$ cat config.mk
export PLATFORM = sky130hd
export DESIGN_NAME = spindle_orientation_speed_arrival
export DESIGN_NICKNAME = d
export VERILOG_FILES = /design/src/rtl/quad_position.v /design/src/rtl/ahb_reg_slave.v /design/src/rtl/spindle_orientation_speed_arrival.v
export VERILOG_INCLUDE_DIRS = /design/src /design/src/shared
export SDC_FILE = /design/constraint.sdc
export NUM_CORES = 2
export LEC_CHECK = 0
export BUFFER_PORTS_ARGS = -buffer_cell sky130_fd_sc_hd__clkbuf_2
export CELL_PAD_IN_SITES_DETAIL_PLACEMENT = 1
export CELL_PAD_IN_SITES_GLOBAL_PLACEMENT = 1
export CORE_ASPECT_RATIO = 1.2
export CORE_MARGIN = 5
export CORE_UTILIZATION = 35
export CTS_BUF_LIST = sky130_fd_sc_hd__clkbuf_8
export CTS_CLUSTER_SIZE = 16
export DETAILED_ROUTE_END_ITERATION = 10
export PLACE_DENSITY = 0.58
export SYNTH_ARGS = -nofsm -noshare
export SYNTH_HDL_FRONTEND = slang
export SYNTH_SLANG_ARGS = --single-unit
export TNS_END_PERCENT = 30
$ cat constraint.sdc
create_clock -name clock -period 97.9 [get_ports clock]
set_input_delay 9.79 -clock clock [delete_from_list [all_inputs] [get_ports clock]]
set_output_delay 9.79 -clock clock [all_outputs]
set_load 0.05 [all_outputs]
$ cat src/shared/spindle_regs.vh
// Register map, field layouts, reset values, range limits and scale constants of the spindle logic
// Functional notes
// - Orientation request enables position loop and drives motor toward stored target.
// - Orientation runs at set speed 5..1000 r/min, default 100, then stops on target.
// - Orientation-complete asserts when residual error lies inside tolerance window.
// - Tolerance window 0..100 counts, default 2; tiny windows may chatter.
// - Position counts four per encoder line.
// - Two select inputs pick one of four targets: 00->1, 01->2, 10->3, 11->4.
// - With selects unassigned by default only target 1 is used.
// - After power-on the position is flagged unreferenced and invalid.
// - Position becomes referenced only after an index pulse is seen.
// - Speed arrival asserts when speed lies within command times (100 +/- range)%.
// - Speed arrival range 1..100 percent, default 10.
// - Arrival window works symmetrically for negative commands too.
// - Full-scale analog command maps to 0..15500 r/min, default 6000.
// - Signed zero-drift offset -1000..1000, default 0, adds to the analog command.
// - Zero-speed clamp stops and locks the motor with a nonzero command.
// - Clamp input with nonzero command in speed mode locks the motor.
`ifndef SPINDLE_REGS_VH
`define SPINDLE_REGS_VH

`define REG_CTRL        12'h000
`define REG_ORSPEED     12'h004
`define REG_ORTOL       12'h008
`define REG_TGT1        12'h00c
`define REG_TGT2        12'h010
`define REG_TGT3        12'h014
`define REG_TGT4        12'h018
`define REG_ARRPCT      12'h01c
`define REG_FULLSCALE   12'h020
`define REG_ZOFFSET     12'h024
`define REG_STATUS      12'h028
`define REG_POSITION    12'h02c
`define REG_SPEED       12'h030

`define CTRL_SELEN_BIT  0
`define CTRL_SPDMODE_BIT 1

`define RST_CTRL        32'h0000_0002
`define RST_ORSPEED     16'd100
`define RST_ORTOL       8'd2
`define RST_ARRPCT      8'd10
`define RST_FULLSCALE   16'd6000
`define RST_ZOFFSET     16'h0000

`define MIN_ORSPEED     16'd5
`define MAX_ORSPEED     16'd1000
`define MAX_ORTOL       8'd100
`define MIN_ARRPCT      8'd1
`define MAX_ARRPCT      8'd100
`define MAX_FULLSCALE   16'd15500
`define MIN_ZOFFSET     -1000
`define MAX_ZOFFSET     1000

`define COUNTS_PER_LINE 4
`define CMD_FULL_CODE   32767

`endif

$ cat src/rtl/quad_position.v
// Quadrature decoder with index referencing
`timescale 1ns/1ps
`include "spindle_regs.vh"
module quad_position #(
  parameter POS_W = 24
) (
  input  wire             clock,
  input  wire             nrst,
  input  wire             encA,
  input  wire             encB,
  input  wire             encZ,
  input  wire [POS_W-1:0] countsPerRev,
  output reg  [POS_W-1:0] position_q,
  output reg              referenced_q,
  output reg  signed [15:0] stepSum_q
);
  reg [1:0] ab_q;
  reg       z_q;
  reg       inc;
  reg       dec;
  wire [1:0] abNow = {encA, encB};

  // Each AB edge is one count, four per line
  always @* begin
    inc = 1'b0;
    dec = 1'b0;
    case ({ab_q, abNow})
      4'b0001, 4'b0111, 4'b1110, 4'b1000: inc = 1'b1;
      4'b0010, 4'b1011, 4'b1101, 4'b0100: dec = 1'b1;
      default: begin
        inc = 1'b0;
        dec = 1'b0;
      end
    endcase
  end

  always @(posedge clock) begin
    if (!nrst) begin
      ab_q         <= 2'b00;
      z_q          <= 1'b0;
      position_q   <= {POS_W{1'b0}};
      referenced_q <= 1'b0;
      stepSum_q    <= 16'sh0000;
    end else begin
      ab_q <= abNow;
      z_q  <= encZ;
      if (encZ && !z_q) begin
        position_q   <= {POS_W{1'b0}};
        referenced_q <= 1'b1;
      end else if (inc) begin
        position_q <= (position_q + 1'b1 >= countsPerRev) ? {POS_W{1'b0}} : position_q + 1'b1;
      end else if (dec) begin
        position_q <= (position_q == {POS_W{1'b0}}) ? countsPerRev - 1'b1 : position_q - 1'b1;
      end
      if (inc)
        stepSum_q <= stepSum_q + 16'sd1;
      else if (dec)
        stepSum_q <= stepSum_q - 16'sd1;
    end
  end
endmodule // quad_position

$ cat src/rtl/ahb_reg_slave.v
// AHB-Lite slave front end: latches address phase, yields write strobes and read port
`timescale 1ns/1ps
module ahb_reg_slave (
  input  wire        clock,
  input  wire        nrst,
  input  wire        hsel,
  input  wire [31:0] haddr,
  input  wire [1:0]  htrans,
  input  wire        hwrite,
  input  wire [2:0]  hsize,
  input  wire        hready,
  input  wire [31:0] hwdata,
  output reg         hreadyout,
  output wire        hresp,
  output reg  [31:0] hrdata,
  output reg         wrEn,
  output reg  [11:0] wrAddr,
  output reg  [31:0] wrData,
  output wire [11:0] rdAddr,
  input  wire [31:0] rdData
);
  reg        wrPend_q;
  reg [11:0] addr_q;
  wire       take = hsel && hready && htrans[1];

  assign hresp  = 1'b0;
  assign rdAddr = haddr[11:0];

  always @(posedge clock) begin
    if (!nrst) begin
      wrPend_q  <= 1'b0;
      addr_q    <= 12'h000;
      hreadyout <= 1'b1;
      hrdata    <= 32'h0000_0000;
      wrEn      <= 1'b0;
      wrAddr    <= 12'h000;
      wrData    <= 32'h0000_0000;
    end else begin
      wrEn <= wrPend_q;
      if (wrPend_q) begin
        wrAddr <= addr_q;
        wrData <= hwdata;
      end
      wrPend_q <= take && hwrite;
      if (take) begin
        addr_q <= haddr[11:0];
        if (!hwrite)
          hrdata <= rdData;
      end
    end
  end
endmodule // ahb_reg_slave

$ cat src/rtl/spindle_orientation_speed_arrival.v
// Spindle orientation, speed arrival and analog command scaling core
`timescale 1ns/1ps
`include "spindle_regs.vh"
module spindle_orientation_speed_arrival #(
  parameter POS_W        = 24,
  parameter CMD_W        = 16,
  parameter COUNTS_REV   = 4096
) (
  input  wire                    clock,
  input  wire                    nrst,
  input  wire                    hsel,
  input  wire [31:0]             haddr,
  input  wire [1:0]              htrans,
  input  wire                    hwrite,
  input  wire [2:0]              hsize,
  input  wire                    hready,
  input  wire [31:0]             hwdata,
  output wire                    hreadyout,
  output wire                    hresp,
  output wire [31:0]             hrdata,
  input  wire                    servo_enable_in,
  input  wire                    forward_run_in,
  input  wire                    orient_request_in,
  input  wire [1:0]              orient_select_in,
  input  wire                    zero_clamp_in,
  input  wire signed [CMD_W-1:0] analog_speed_cmd,
  input  wire signed [15:0]      actualSpeed,
  input  wire                    encA,
  input  wire                    encB,
  input  wire                    encZ,
  output reg                     orient_done_out,
  output reg                     arrival_out,
  output reg                     posLoopEn,
  output reg                     motorLock,
  output reg  signed [15:0]      speedRef,
  output reg                     positionValid
);
  reg [31:0]        ctrl_q;
  reg [15:0]        orient_speed_param;
  reg [7:0]         orient_tolerance_param;
  reg [POS_W-1:0]   orient_target_one;
  reg [POS_W-1:0]   orient_target_two;
  reg [POS_W-1:0]   orient_target_three;
  reg [POS_W-1:0]   orient_target_four;
  reg [7:0]         speed_arrival_pct;
  reg [15:0]        analog_fullscale_speed;
  reg signed [15:0] analog_zero_offset;
  reg [31:0]        rdData;
  reg               orientActive_q;

  wire              wrEn;
  wire [11:0]       wrAddr;
  wire [31:0]       wrData;
  wire [11:0]       rdAddr;
  wire [POS_W-1:0]  position;
  wire              referenced;
  wire [31:0]       countsRev32  = COUNTS_REV;
  wire [POS_W-1:0]  countsPerRev = countsRev32[POS_W-1:0];

  function [15:0] clamp16;
    input [15:0] v;
    input [15:0] lo;
    input [15:0] hi;
    begin
      clamp16 = (v < lo) ? lo : ((v > hi) ? hi : v);
    end
  endfunction

  function [31:0] absVal;
    input signed [31:0] v;
    begin
      absVal = v[31] ? -v : v;
    end
  endfunction

  ////////////////////////////////////////////////////////////////////////////
  ahb_reg_slave u_bus (
    .clock     (clock),
    .nrst      (nrst),
    .hsel      (hsel),
    .haddr     (haddr),
    .htrans    (htrans),
    .hwrite    (hwrite),
    .hsize     (hsize),
    .hready    (hready),
    .hwdata    (hwdata),
    .hreadyout (hreadyout),
    .hresp     (hresp),
    .hrdata    (hrdata),
    .wrEn      (wrEn),
    .wrAddr    (wrAddr),
    .wrData    (wrData),
    .rdAddr    (rdAddr),
    .rdData    (rdData)
  );

  quad_position #(.POS_W(POS_W)) u_enc (
    .clock        (clock),
    .nrst         (nrst),
    .encA         (encA),
    .encB         (encB),
    .encZ         (encZ),
    .countsPerRev (countsPerRev),
    .position_q   (position),
    .referenced_q (referenced),
    .stepSum_q    ()
  );

  ////////////////////////////////////////////////////////////////////////////
  // Register writes, values clamped to their legal ranges
  always @(posedge clock) begin
    if (!nrst) begin
      ctrl_q                 <= `RST_CTRL;
      orient_speed_param     <= `RST_ORSPEED;
      orient_tolerance_param <= `RST_ORTOL;
      orient_target_one      <= {POS_W{1'b0}};
      orient_target_two      <= {POS_W{1'b0}};
      orient_target_three    <= {POS_W{1'b0}};
      orient_target_four     <= {POS_W{1'b0}};
      speed_arrival_pct      <= `RST_ARRPCT;
      analog_fullscale_speed <= `RST_FULLSCALE;
      analog_zero_offset     <= `RST_ZOFFSET;
    end else if (wrEn) begin
      case (wrAddr)
        `REG_CTRL:      ctrl_q <= {30'h0, wrData[1:0]};
        `REG_ORSPEED:   orient_speed_param <=
                          clamp16(wrData[15:0], `MIN_ORSPEED, `MAX_ORSPEED);
        `REG_ORTOL:     orient_tolerance_param <=
                          (wrData[7:0] > `MAX_ORTOL) ? `MAX_ORTOL : wrData[7:0];
        `REG_TGT1:      orient_target_one   <= wrData[POS_W-1:0];
        `REG_TGT2:      orient_target_two   <= wrData[POS_W-1:0];
        `REG_TGT3:      orient_target_three <= wrData[POS_W-1:0];
        `REG_TGT4:      orient_target_four  <= wrData[POS_W-1:0];
        `REG_ARRPCT:    speed_arrival_pct <= (wrData[7:0] < `MIN_ARRPCT) ? `MIN_ARRPCT :
                          ((wrData[7:0] > `MAX_ARRPCT) ? `MAX_ARRPCT : wrData[7:0]);
        `REG_FULLSCALE: analog_fullscale_speed <=
                          clamp16(wrData[15:0], 16'd0, `MAX_FULLSCALE);
        `REG_ZOFFSET: begin
          if ($signed(wrData[15:0]) < `MIN_ZOFFSET)
            analog_zero_offset <= -16'sd1000;
          else if ($signed(wrData[15:0]) > `MAX_ZOFFSET)
            analog_zero_offset <= 16'sd1000;
          else
            analog_zero_offset <= wrData[15:0];
        end
        default: ctrl_q <= ctrl_q;
      endcase
    end
  end

  always @* begin
    case (rdAddr)
      `REG_CTRL:      rdData = ctrl_q;
      `REG_ORSPEED:   rdData = {16'h0, orient_speed_param};
      `REG_ORTOL:     rdData = {24'h0, orient_tolerance_param};
      `REG_TGT1:      rdData = {{(32-POS_W){1'b0}}, orient_target_one};
      `REG_TGT2:      rdData = {{(32-POS_W){1'b0}}, orient_target_two};
      `REG_TGT3:      rdData = {{(32-POS_W){1'b0}}, orient_target_three};
      `REG_TGT4:      rdData = {{(32-POS_W){1'b0}}, orient_target_four};
      `REG_ARRPCT:    rdData = {24'h0, speed_arrival_pct};
      `REG_FULLSCALE: rdData = {16'h0, analog_fullscale_speed};
      `REG_ZOFFSET:   rdData = {{16{analog_zero_offset[15]}}, analog_zero_offset};
      `REG_STATUS:    rdData = {27'h0, motorLock, posLoopEn, arrival_out,
                                orient_done_out, positionValid};
      `REG_POSITION:  rdData = {{(32-POS_W){1'b0}}, position};
      `REG_SPEED:     rdData = {{16{speedRef[15]}}, speedRef};
      default:        rdData = 32'h0000_0000;
    endcase
  end

  ////////////////////////////////////////////////////////////////////////////
  // Target select; select inputs ignored unless enabled
  reg [POS_W-1:0] target;
  always @* begin
    if (!ctrl_q[`CTRL_SELEN_BIT]) begin
      target = orient_target_one;
    end else begin
      case (orient_select_in)
        2'b00:   target = orient_target_one;
        2'b01:   target = orient_target_two;
        2'b10:   target = orient_target_three;
        2'b11:   target = orient_target_four;
        default: target = orient_target_one;
      endcase
    end
  end

  // Shortest signed distance around one revolution
  reg signed [31:0] posErr;
  reg signed [31:0] rawErr;
  always @* begin
    rawErr = $signed({{(32-POS_W){1'b0}}, target}) - $signed({{(32-POS_W){1'b0}}, position});
    if (rawErr > $signed(COUNTS_REV / 2))
      posErr = rawErr - COUNTS_REV;
    else if (rawErr < -$signed(COUNTS_REV / 2))
      posErr = rawErr + COUNTS_REV;
    else
      posErr = rawErr;
  end

  wire [31:0] errMag   = absVal(posErr);
  wire        inWindow = errMag <= {24'h0, orient_tolerance_param};

  ////////////////////////////////////////////////////////////////////////////
  // Analog command scaling, offset and clamp
  reg signed [31:0] cmdSum;
  reg signed [47:0] cmdScaled;
  reg signed [15:0] cmdSpeed;
  always @* begin
    cmdSum    = $signed(analog_speed_cmd) + analog_zero_offset;
    cmdScaled = (cmdSum * $signed({1'b0, analog_fullscale_speed})) / `CMD_FULL_CODE;
    if (cmdScaled > 48'sd32767)
      cmdSpeed = 16'sh7fff;
    else if (cmdScaled < -48'sd32767)
      cmdSpeed = -16'sh7fff;
    else
      cmdSpeed = cmdScaled[15:0];
  end

  // Window around command, mirrored for negative commands
  wire [31:0] cmdMag = absVal({{16{cmdSpeed[15]}}, cmdSpeed});
  wire [31:0] actMag = absVal({{16{actualSpeed[15]}}, actualSpeed});
  wire [39:0] actScaled = actMag * 8'd100;
  wire [39:0] loBound   = cmdMag * (8'd100 - speed_arrival_pct);
  wire [39:0] hiBound   = cmdMag * (8'd100 + speed_arrival_pct);
  wire        sameSign  = (cmdSpeed[15] == actualSpeed[15]) || (actualSpeed == 16'sd0);
  wire        inArrival = sameSign && actScaled >= loBound && actScaled <= hiBound;

  ////////////////////////////////////////////////////////////////////////////
  always @(posedge clock) begin
    if (!nrst) begin
      orientActive_q  <= 1'b0;
      orient_done_out <= 1'b0;
      arrival_out     <= 1'b0;
      posLoopEn       <= 1'b0;
      motorLock       <= 1'b0;
      speedRef        <= 16'sh0000;
      positionValid   <= 1'b0;
    end else begin
      positionValid  <= referenced;
      orientActive_q <= orient_request_in && servo_enable_in;
      if (orient_request_in && servo_enable_in) begin
        posLoopEn <= 1'b1;
        motorLock <= 1'b0;
        if (!referenced || !inWindow)
          speedRef <= $signed(orient_speed_param);
        else
          speedRef <= 16'sh0000;
        orient_done_out <= referenced && inWindow && orientActive_q;
      end else if (servo_enable_in && zero_clamp_in && ctrl_q[`CTRL_SPDMODE_BIT]) begin
        posLoopEn       <= 1'b1;
        motorLock       <= 1'b1;
        speedRef        <= 16'sh0000;
        orient_done_out <= 1'b0;
      end else begin
        posLoopEn       <= 1'b0;
        motorLock       <= 1'b0;
        orient_done_out <= 1'b0;
        speedRef        <= (servo_enable_in && forward_run_in) ? cmdSpeed : 16'sh0000;
      end
      arrival_out <= ctrl_q[`CTRL_SPDMODE_BIT] && servo_enable_in &&
                     !orient_request_in && inArrival;
    end
  end
endmodule // spindle_orientation_speed_arrival

**After elaboration in Yosys (flattened, before gate mapping)**

Index checks and enable logic that the tools add are counted.

- Register bits after elaboration: 294
- Input port bits: 115
- Word-level logic and storage cells: 167

- Add/subtract/negate cells: 11
- Multipliers: 4
- Divide/modulo/power cells: 1
- $lt $le $gt $ge: 16
- Eq/ne operators: 33
- Multiplexer cells: 30
- Bitwise logic cells: 2
- Reductions and logical operators: 43

Operators with widths:

| operator | number |
|---|---|
| 32-bit case mux with 13 select lines | 1 |
| 16-bit 2-to-1 mux | 12 |
| 32-bit 2-to-1 mux | 5 |
| 24-bit 2-to-1 mux | 5 |
| 12-bit by 5-bit == test with 1-bit output, second input constant | 8 |
| 24-bit case mux with 4 select lines | 1 |
| 12-bit by 6-bit == test with 1-bit output, second input constant | 7 |
| 16-bit negation with 32-bit output | 2 |
| 48-bit by 16-bit divider with 48-bit output, second input constant | 1 |
| 12-bit by 4-bit == test with 1-bit output, second input constant | 4 |
| 48-bit by 16-bit greater-than comparator with 1-bit output, second input constant | 1 |
| 48-bit by 16-bit less-than comparator with 1-bit output, second input constant | 1 |
| 39-bit by 40-bit >= comparator with 1-bit output | 1 |
| 39-bit by 40-bit less-or-equal comparator with 1-bit output | 1 |
| 32-bit by 9-bit multiplier with 40-bit output | 1 |
| 33-bit by 9-bit multiplier with 40-bit output | 1 |
| 32-bit by 5-bit multiplier with 37-bit output, second input constant | 1 |
| 17-bit by 17-bit multiplier with 34-bit output | 1 |
| 32-bit by 8-bit less-or-equal comparator with 1-bit output | 1 |
| 32-bit negation | 1 |
| 25-bit by 14-bit adder with 26-bit output, second input constant | 1 |
| 25-bit by 14-bit subtractor with 26-bit output, second input constant | 1 |
| 25-bit by 13-bit greater-than comparator with 1-bit output, second input constant | 1 |
| 25-bit by 12-bit less-than comparator with 1-bit output, second input constant | 1 |
| other kinds (37) | 80 |

**Logic depth before layout (Yosys ltp)**

- Depth in word-level cells: 14
- Depth in mapped cells: 188
- Mapped depth without buffers: 166

**Hierarchy**

A second synthesis with hierarchy kept.

- Cells, all modules: 7698
- Area, all modules: 61712.9 um2

By module, submodules not included:

| module | times used | cells an instance | area each (um2) |
|---|---|---|---|
| spindle_orientation_speed_arrival | 1 | 6721 | 53446.3 |
| quad_position | 1 | 621 | 4593.2 |
| ahb_reg_slave | 1 | 356 | 3673.5 |

**Least setup slack after synthesis**

Ideal clock, no wire load.

- Kind: input to register
- From: input analog_speed_cmd[0]
- To: register arrival_out
- Library setup time: 0.059 ns
- Arrival time: 46.442 ns
- Data required time: 97.841 ns
- Path slack: 51.398 ns
- Stages on the path: 171
- Buffers on the path: 16
- Path through: ha_1 inv_1 fa_1 inv_1 a21oi_1 o21bai_1 a21oi_1 o21bai_1 a21oi_1 o21ai_0 a21oi_1 o21ai_0 a21oi_1 nor2_1 o21ai_0 nand2b_1 a21o_1 a211oi_1 (+135 left out) a21oi_1 o21ai_0 a21oi_1 o21ai_0 a21oi_1 o21ai_0 a21oi_1 o21bai_1 a21oi_1 xor2_1 ha_1 and4_1 nand4_1 nor3_1 o2111a_1 o2111ai_1 a2111oi_0 o31a_1

- Longest elaborated chain between the ends: 13

RTL lines:

| what | line | RTL |
|---|---|---|
| from (decl) | spindle_orientation_speed_arrival.v:26 | `input wire signed [CMD_W-1:0] analog_speed_cmd,` |
| 16-bit by 16-bit adder with 17-bit output * | spindle_orientation_speed_arrival.v:210 | `cmdSum = $signed(analog_speed_cmd) + analog_zero_offset;` |
| 17-bit by 17-bit multiplier with 34-bit output * | spindle_orientation_speed_arrival.v:211 | `` cmdScaled = (cmdSum * $signed({1'b0, analog_fullscale_speed})) / `CMD_FULL_CODE; `` |
| 48-bit by 16-bit divider with 48-bit output (no line) * | -- |  |
| 48-bit by 16-bit less-than comparator with 1-bit output | spindle_orientation_speed_arrival.v:214 | `else if (cmdScaled < -48'sd32767)` |
| 16-bit 2-to-1 mux | spindle_orientation_speed_arrival.v:214 |  |
| 16-bit 2-to-1 mux * | spindle_orientation_speed_arrival.v:212 | `if (cmdScaled > 48'sd32767)` |
| 16-bit negation with 32-bit output | spindle_orientation_speed_arrival.v:72 | `absVal = v[31] ? -v : v;` |
| 32-bit 2-to-1 mux | spindle_orientation_speed_arrival.v:72 |  |
| 33-bit by 9-bit multiplier with 40-bit output | spindle_orientation_speed_arrival.v:224 | `wire [39:0] loBound = cmdMag * (8'd100 - speed_arrival_pct);` |
| 39-bit by 40-bit >= comparator with 1-bit output | spindle_orientation_speed_arrival.v:227 | `wire inArrival = sameSign && actScaled >= loBound && actScaled <= hiBound;` |
| 1-bit logical AND | spindle_orientation_speed_arrival.v:227 |  |
| 1-bit logical AND * | spindle_orientation_speed_arrival.v:227 |  |
| 1-bit logical AND * | spindle_orientation_speed_arrival.v:261 | `` arrival_out <= ctrl_q[`CTRL_SPDMODE_BIT] && servo_enable_in && `` |
| to (signal assigned) | spindle_orientation_speed_arrival.v:261 |  |
| to (decl) | spindle_orientation_speed_arrival.v:32 | `output reg arrival_out,` |

Every way passes the cells marked *; elsewhere a longest branch is shown, timed or not.
A chain may end at the register's enable or synchronous reset.

**Worst setup path in the final report**

Ends and elaborated chain as after synthesis.

==> summary.txt <==
CTS
  • Clock slew at reported path FFs: 0.07 ns
  • CTS resizes: 0
  • Worst skew pair latency: 0.65 ns
  • Hold Buf Count CTS: 0
  • CTS Buf Count: 50
  • Post-CTS Setup Bufs: 0
  • Clk buf depth: 3
  • Sink Count: 287
  • H-Tree Depth: 2
  • CTS tree: done
  • Root buffer cell: clkbuf_8

STA
  • Setup_tns: 0 ns
  • Worst slew margin: 7.09%
  • Final Hold Viols: 0
  • Worst-Margin Slew: 1.39 ns
  • Fmax: 17.6 MHz
  • Crit path time final: 56.66 ns
  • Period utilisation layout: 57.9%
  • Final Slew Violations: 0
  • RSZ-0062 raised after global routing: false
  • Tightest hold margin: 0.426 ns
  • Skew final: 0.0623 ns
  • Final setup violation count: 0

Drt
  • Via count: 52674
  • WL met1: 87.6 mm
  • Met3 wire len: 6.80 mm
  • Final antenna-violating net count: 0
  • WL/cell: 21.0 um
  • DR pass1 iterations: 8
  • DR top layer: met5
  • Met2 WL: 103 mm
  • Residual DRC: 0
  • Total wire length: 203 mm
  • DR vias/cell: 5.45
  • Iteration-0 DRC Markers: 2880

Setup path
  • Reg-to-Reg End: arrival_out
  • Critical path fanouts, max: 54
  • FF-to-FF path depth: 158
  • Max incr delay on CP: 0.88 ns
  • Worst Path Class, Setup: input pin to flip-flop
  • Crit path max-delay cell type: a2111oi_0
  • Reg2reg start: analog_zero_offset[0]
  • Most frequent CP cell: a21oi_1
  • Arr. time, crit path: 57.17 ns
  • Critical path launch point type: input pin
  • Register-to-register setup slack: 50.17 ns
  • Crit end category: flip-flop
  • WP data required: 98.42 ns

Finish
  • Commonest non-fill, non-tap cell in the layout: inv_1
  • Area Overhead vs Synth: 9.23%
  • Total area of sequential cells: 5750 um2
  • Nets@finish: 8771
  • Layout cell share with drive strength beyond 1: 6.75%
  • Multi-input logic area: 48600 um2
  • # fillers: 19980
  • Fin cells: 9659
  • Most frequent cells in the layout: inv_1, fa_1, nand2_1, ha_1, nor2_1

Synth
  • Mapped Area: 58000 um2
  • Post-synth top flop: dfxtp_1
  • Cell variety after synth: 141
  • Ys Warns: 0
  • Synthesized area per cell: 8.12 um2
  • FFs w/ async S/R, synth: 0%
  • Share of the synthesized area in the top cell type: 24.9%
  • Post-Synthesis Cells: 7144
  • Leading area contributor after synthesis: fa_1
  • Number of synthesized flops with an enable pin: 0
  • Synthesis-stage register bit count: 287
  • Synth area leaders: fa_1, ha_1, dfxtp_1
  • Sequential area share after synthesis: 9.90%

Floorplanning
  • Die X: 382 um
  • Io pins: 170
  • Die area: 174000 um2
  • Die Span Y: 456 um
  • Initial core utilization: 35.2%
  • Row cnt: 163
  • Area of the core: 165000 um2

Global routing
  • Number of global-route vias before repair: 56309
  • Initial antenna violation count: 15
  • First-pass GRT wire length: 320 mm
  • Total grt overflow: 0
  • Largest net degree at the start of global routing: 85
  • GRT Total Usage: 22.8%

Placement
  • Final GP Congestion: 0.876
  • Detailed placement HPWL: 166 mm
  • Placed cell count: 9564
  • PortBufs: 135

Run status
  • Status: finished clean

Hold path
  • Hold_sp: orientActive_q
  • Hold endpoint: orient_done_out
  • Hold Path Depth: 2
  • Hold Crit Class: flip-flop to flip-flop

Job
  • Max_cap viols: 0
-- final cells by class --
type / instances / share of cell area, %
flip-flops and latches: 287 / 9.07
clock inverters: 24 / 0.239
repair buffers: 247 / 2.40
well taps: 2145 / 4.24
clock buffers: 64 / 1.39
multi-input cells: 5887 / 76.7
inverters: 998 / 5.91
diodes: 7 / 0.0276
-- sequential cells by signal, summed over array words and instances (netlist names), 12 cells and up --
signal	count
analog_zero_offset	16
orient_target_two	24
u_bus.addr_q	12
orient_speed_param	16
u_bus.wrAddr	12
orient_target_one	24
orient_target_three	24
u_enc.position_q	24
analog_fullscale_speed	16
speedRef	16
u_bus.wrData	24
u_bus.hrdata	25
orient_target_four	24
-- worst max path at each step --
stage                         from  depth (start not counted)     endpoint  slack (ns)
2_1_floorplan  analog_speed_cmd[0]                        171  arrival_out       51.40
3_3_place_gp   analog_speed_cmd[0]                        162  arrival_out       41.21
4_1_cts        analog_speed_cmd[0]                        159  arrival_out       40.96
6_report       analog_speed_cmd[0]                        159  arrival_out       41.24
5_1_grt        analog_speed_cmd[0]                        161  arrival_out       36.86
3_5_place_dp   analog_speed_cmd[0]                        159  arrival_out       40.53
-- logic make-up after synthesis --
group	after synthesis	share of synthesized area (%)
DFF	287	9.90
xor gates and xnor gates	377	5.79
and+or+nand+nor	2236	19.4
AOI/OAI and AO/OA	1628	19.1
adders and majority gates	1192	35.0
muxes	115	2.06
other	2	0.0129
buffers and inverters	1307	8.69
-- synthesized netlist by cell type, drive strengths merged (19+ instances only) --
| library cell | n |
|---|---|
| a2111oi | 19 |
| a211oi | 57 |
| a21boi | 114 |
| a21o | 70 |
| a21oi | 422 |
| a221oi | 26 |
| a222oi | 34 |
| a22oi | 55 |
| a31oi | 92 |
| and2 | 197 |
| and3 | 78 |
| and4 | 25 |
| buf | 79 |
| clkbuf | 230 |
| dfxtp | 287 |
| fa | 723 |
| ha | 462 |
| inv | 997 |
| mux2i | 100 |
| nand2 | 701 |
| nand2b | 67 |
| nand3 | 176 |
| nand4 | 85 |
| nor2 | 443 |
| nor2b | 54 |
| nor3 | 145 |
| nor4 | 75 |
| o211ai | 35 |
| o21a | 35 |
| o21ai | 317 |
| o21bai | 75 |
| o22ai | 25 |
| o31ai | 36 |
| or2 | 46 |
| or3 | 48 |
| or4 | 30 |
| xnor2 | 278 |
| xor2 | 99 |
-- worst max-delay path, delay by kind of cell --
kind,cells,cell delay (ns)
adders and majority gates,17,7.25
xor gates and xnor gates,8,2.57
buffers and inverters,12,1.44
and+or+nand+nor,39,12.92
AOI/OAI and AO/OA,80,21.99
muxes,3,1.01
-- through the flow --
step / util [%] / instance area [um2] / setup WS, ns
finish: 38.5 / 63400 / 41.24
global route: 38.5 / 63400 / 36.86
CTS: 38.5 / 63400 / 40.96
detailed placement: 37.9 / 62300 / 40.53
global placement: 37.9 / 62300 / 41.21
floorplan: - / 59300 / 51.40
-- routing by layer --
metal,vias to the layer above,track usage [%]
met1,26727,28.6
met5,-,0
li1,24687,-
met4,6,5.73
met2,995,42.1
met3,259,1.75
Power is not shown: default switching activity piles up to over one toggle a cycle in this logic, so the estimate is an artifact.
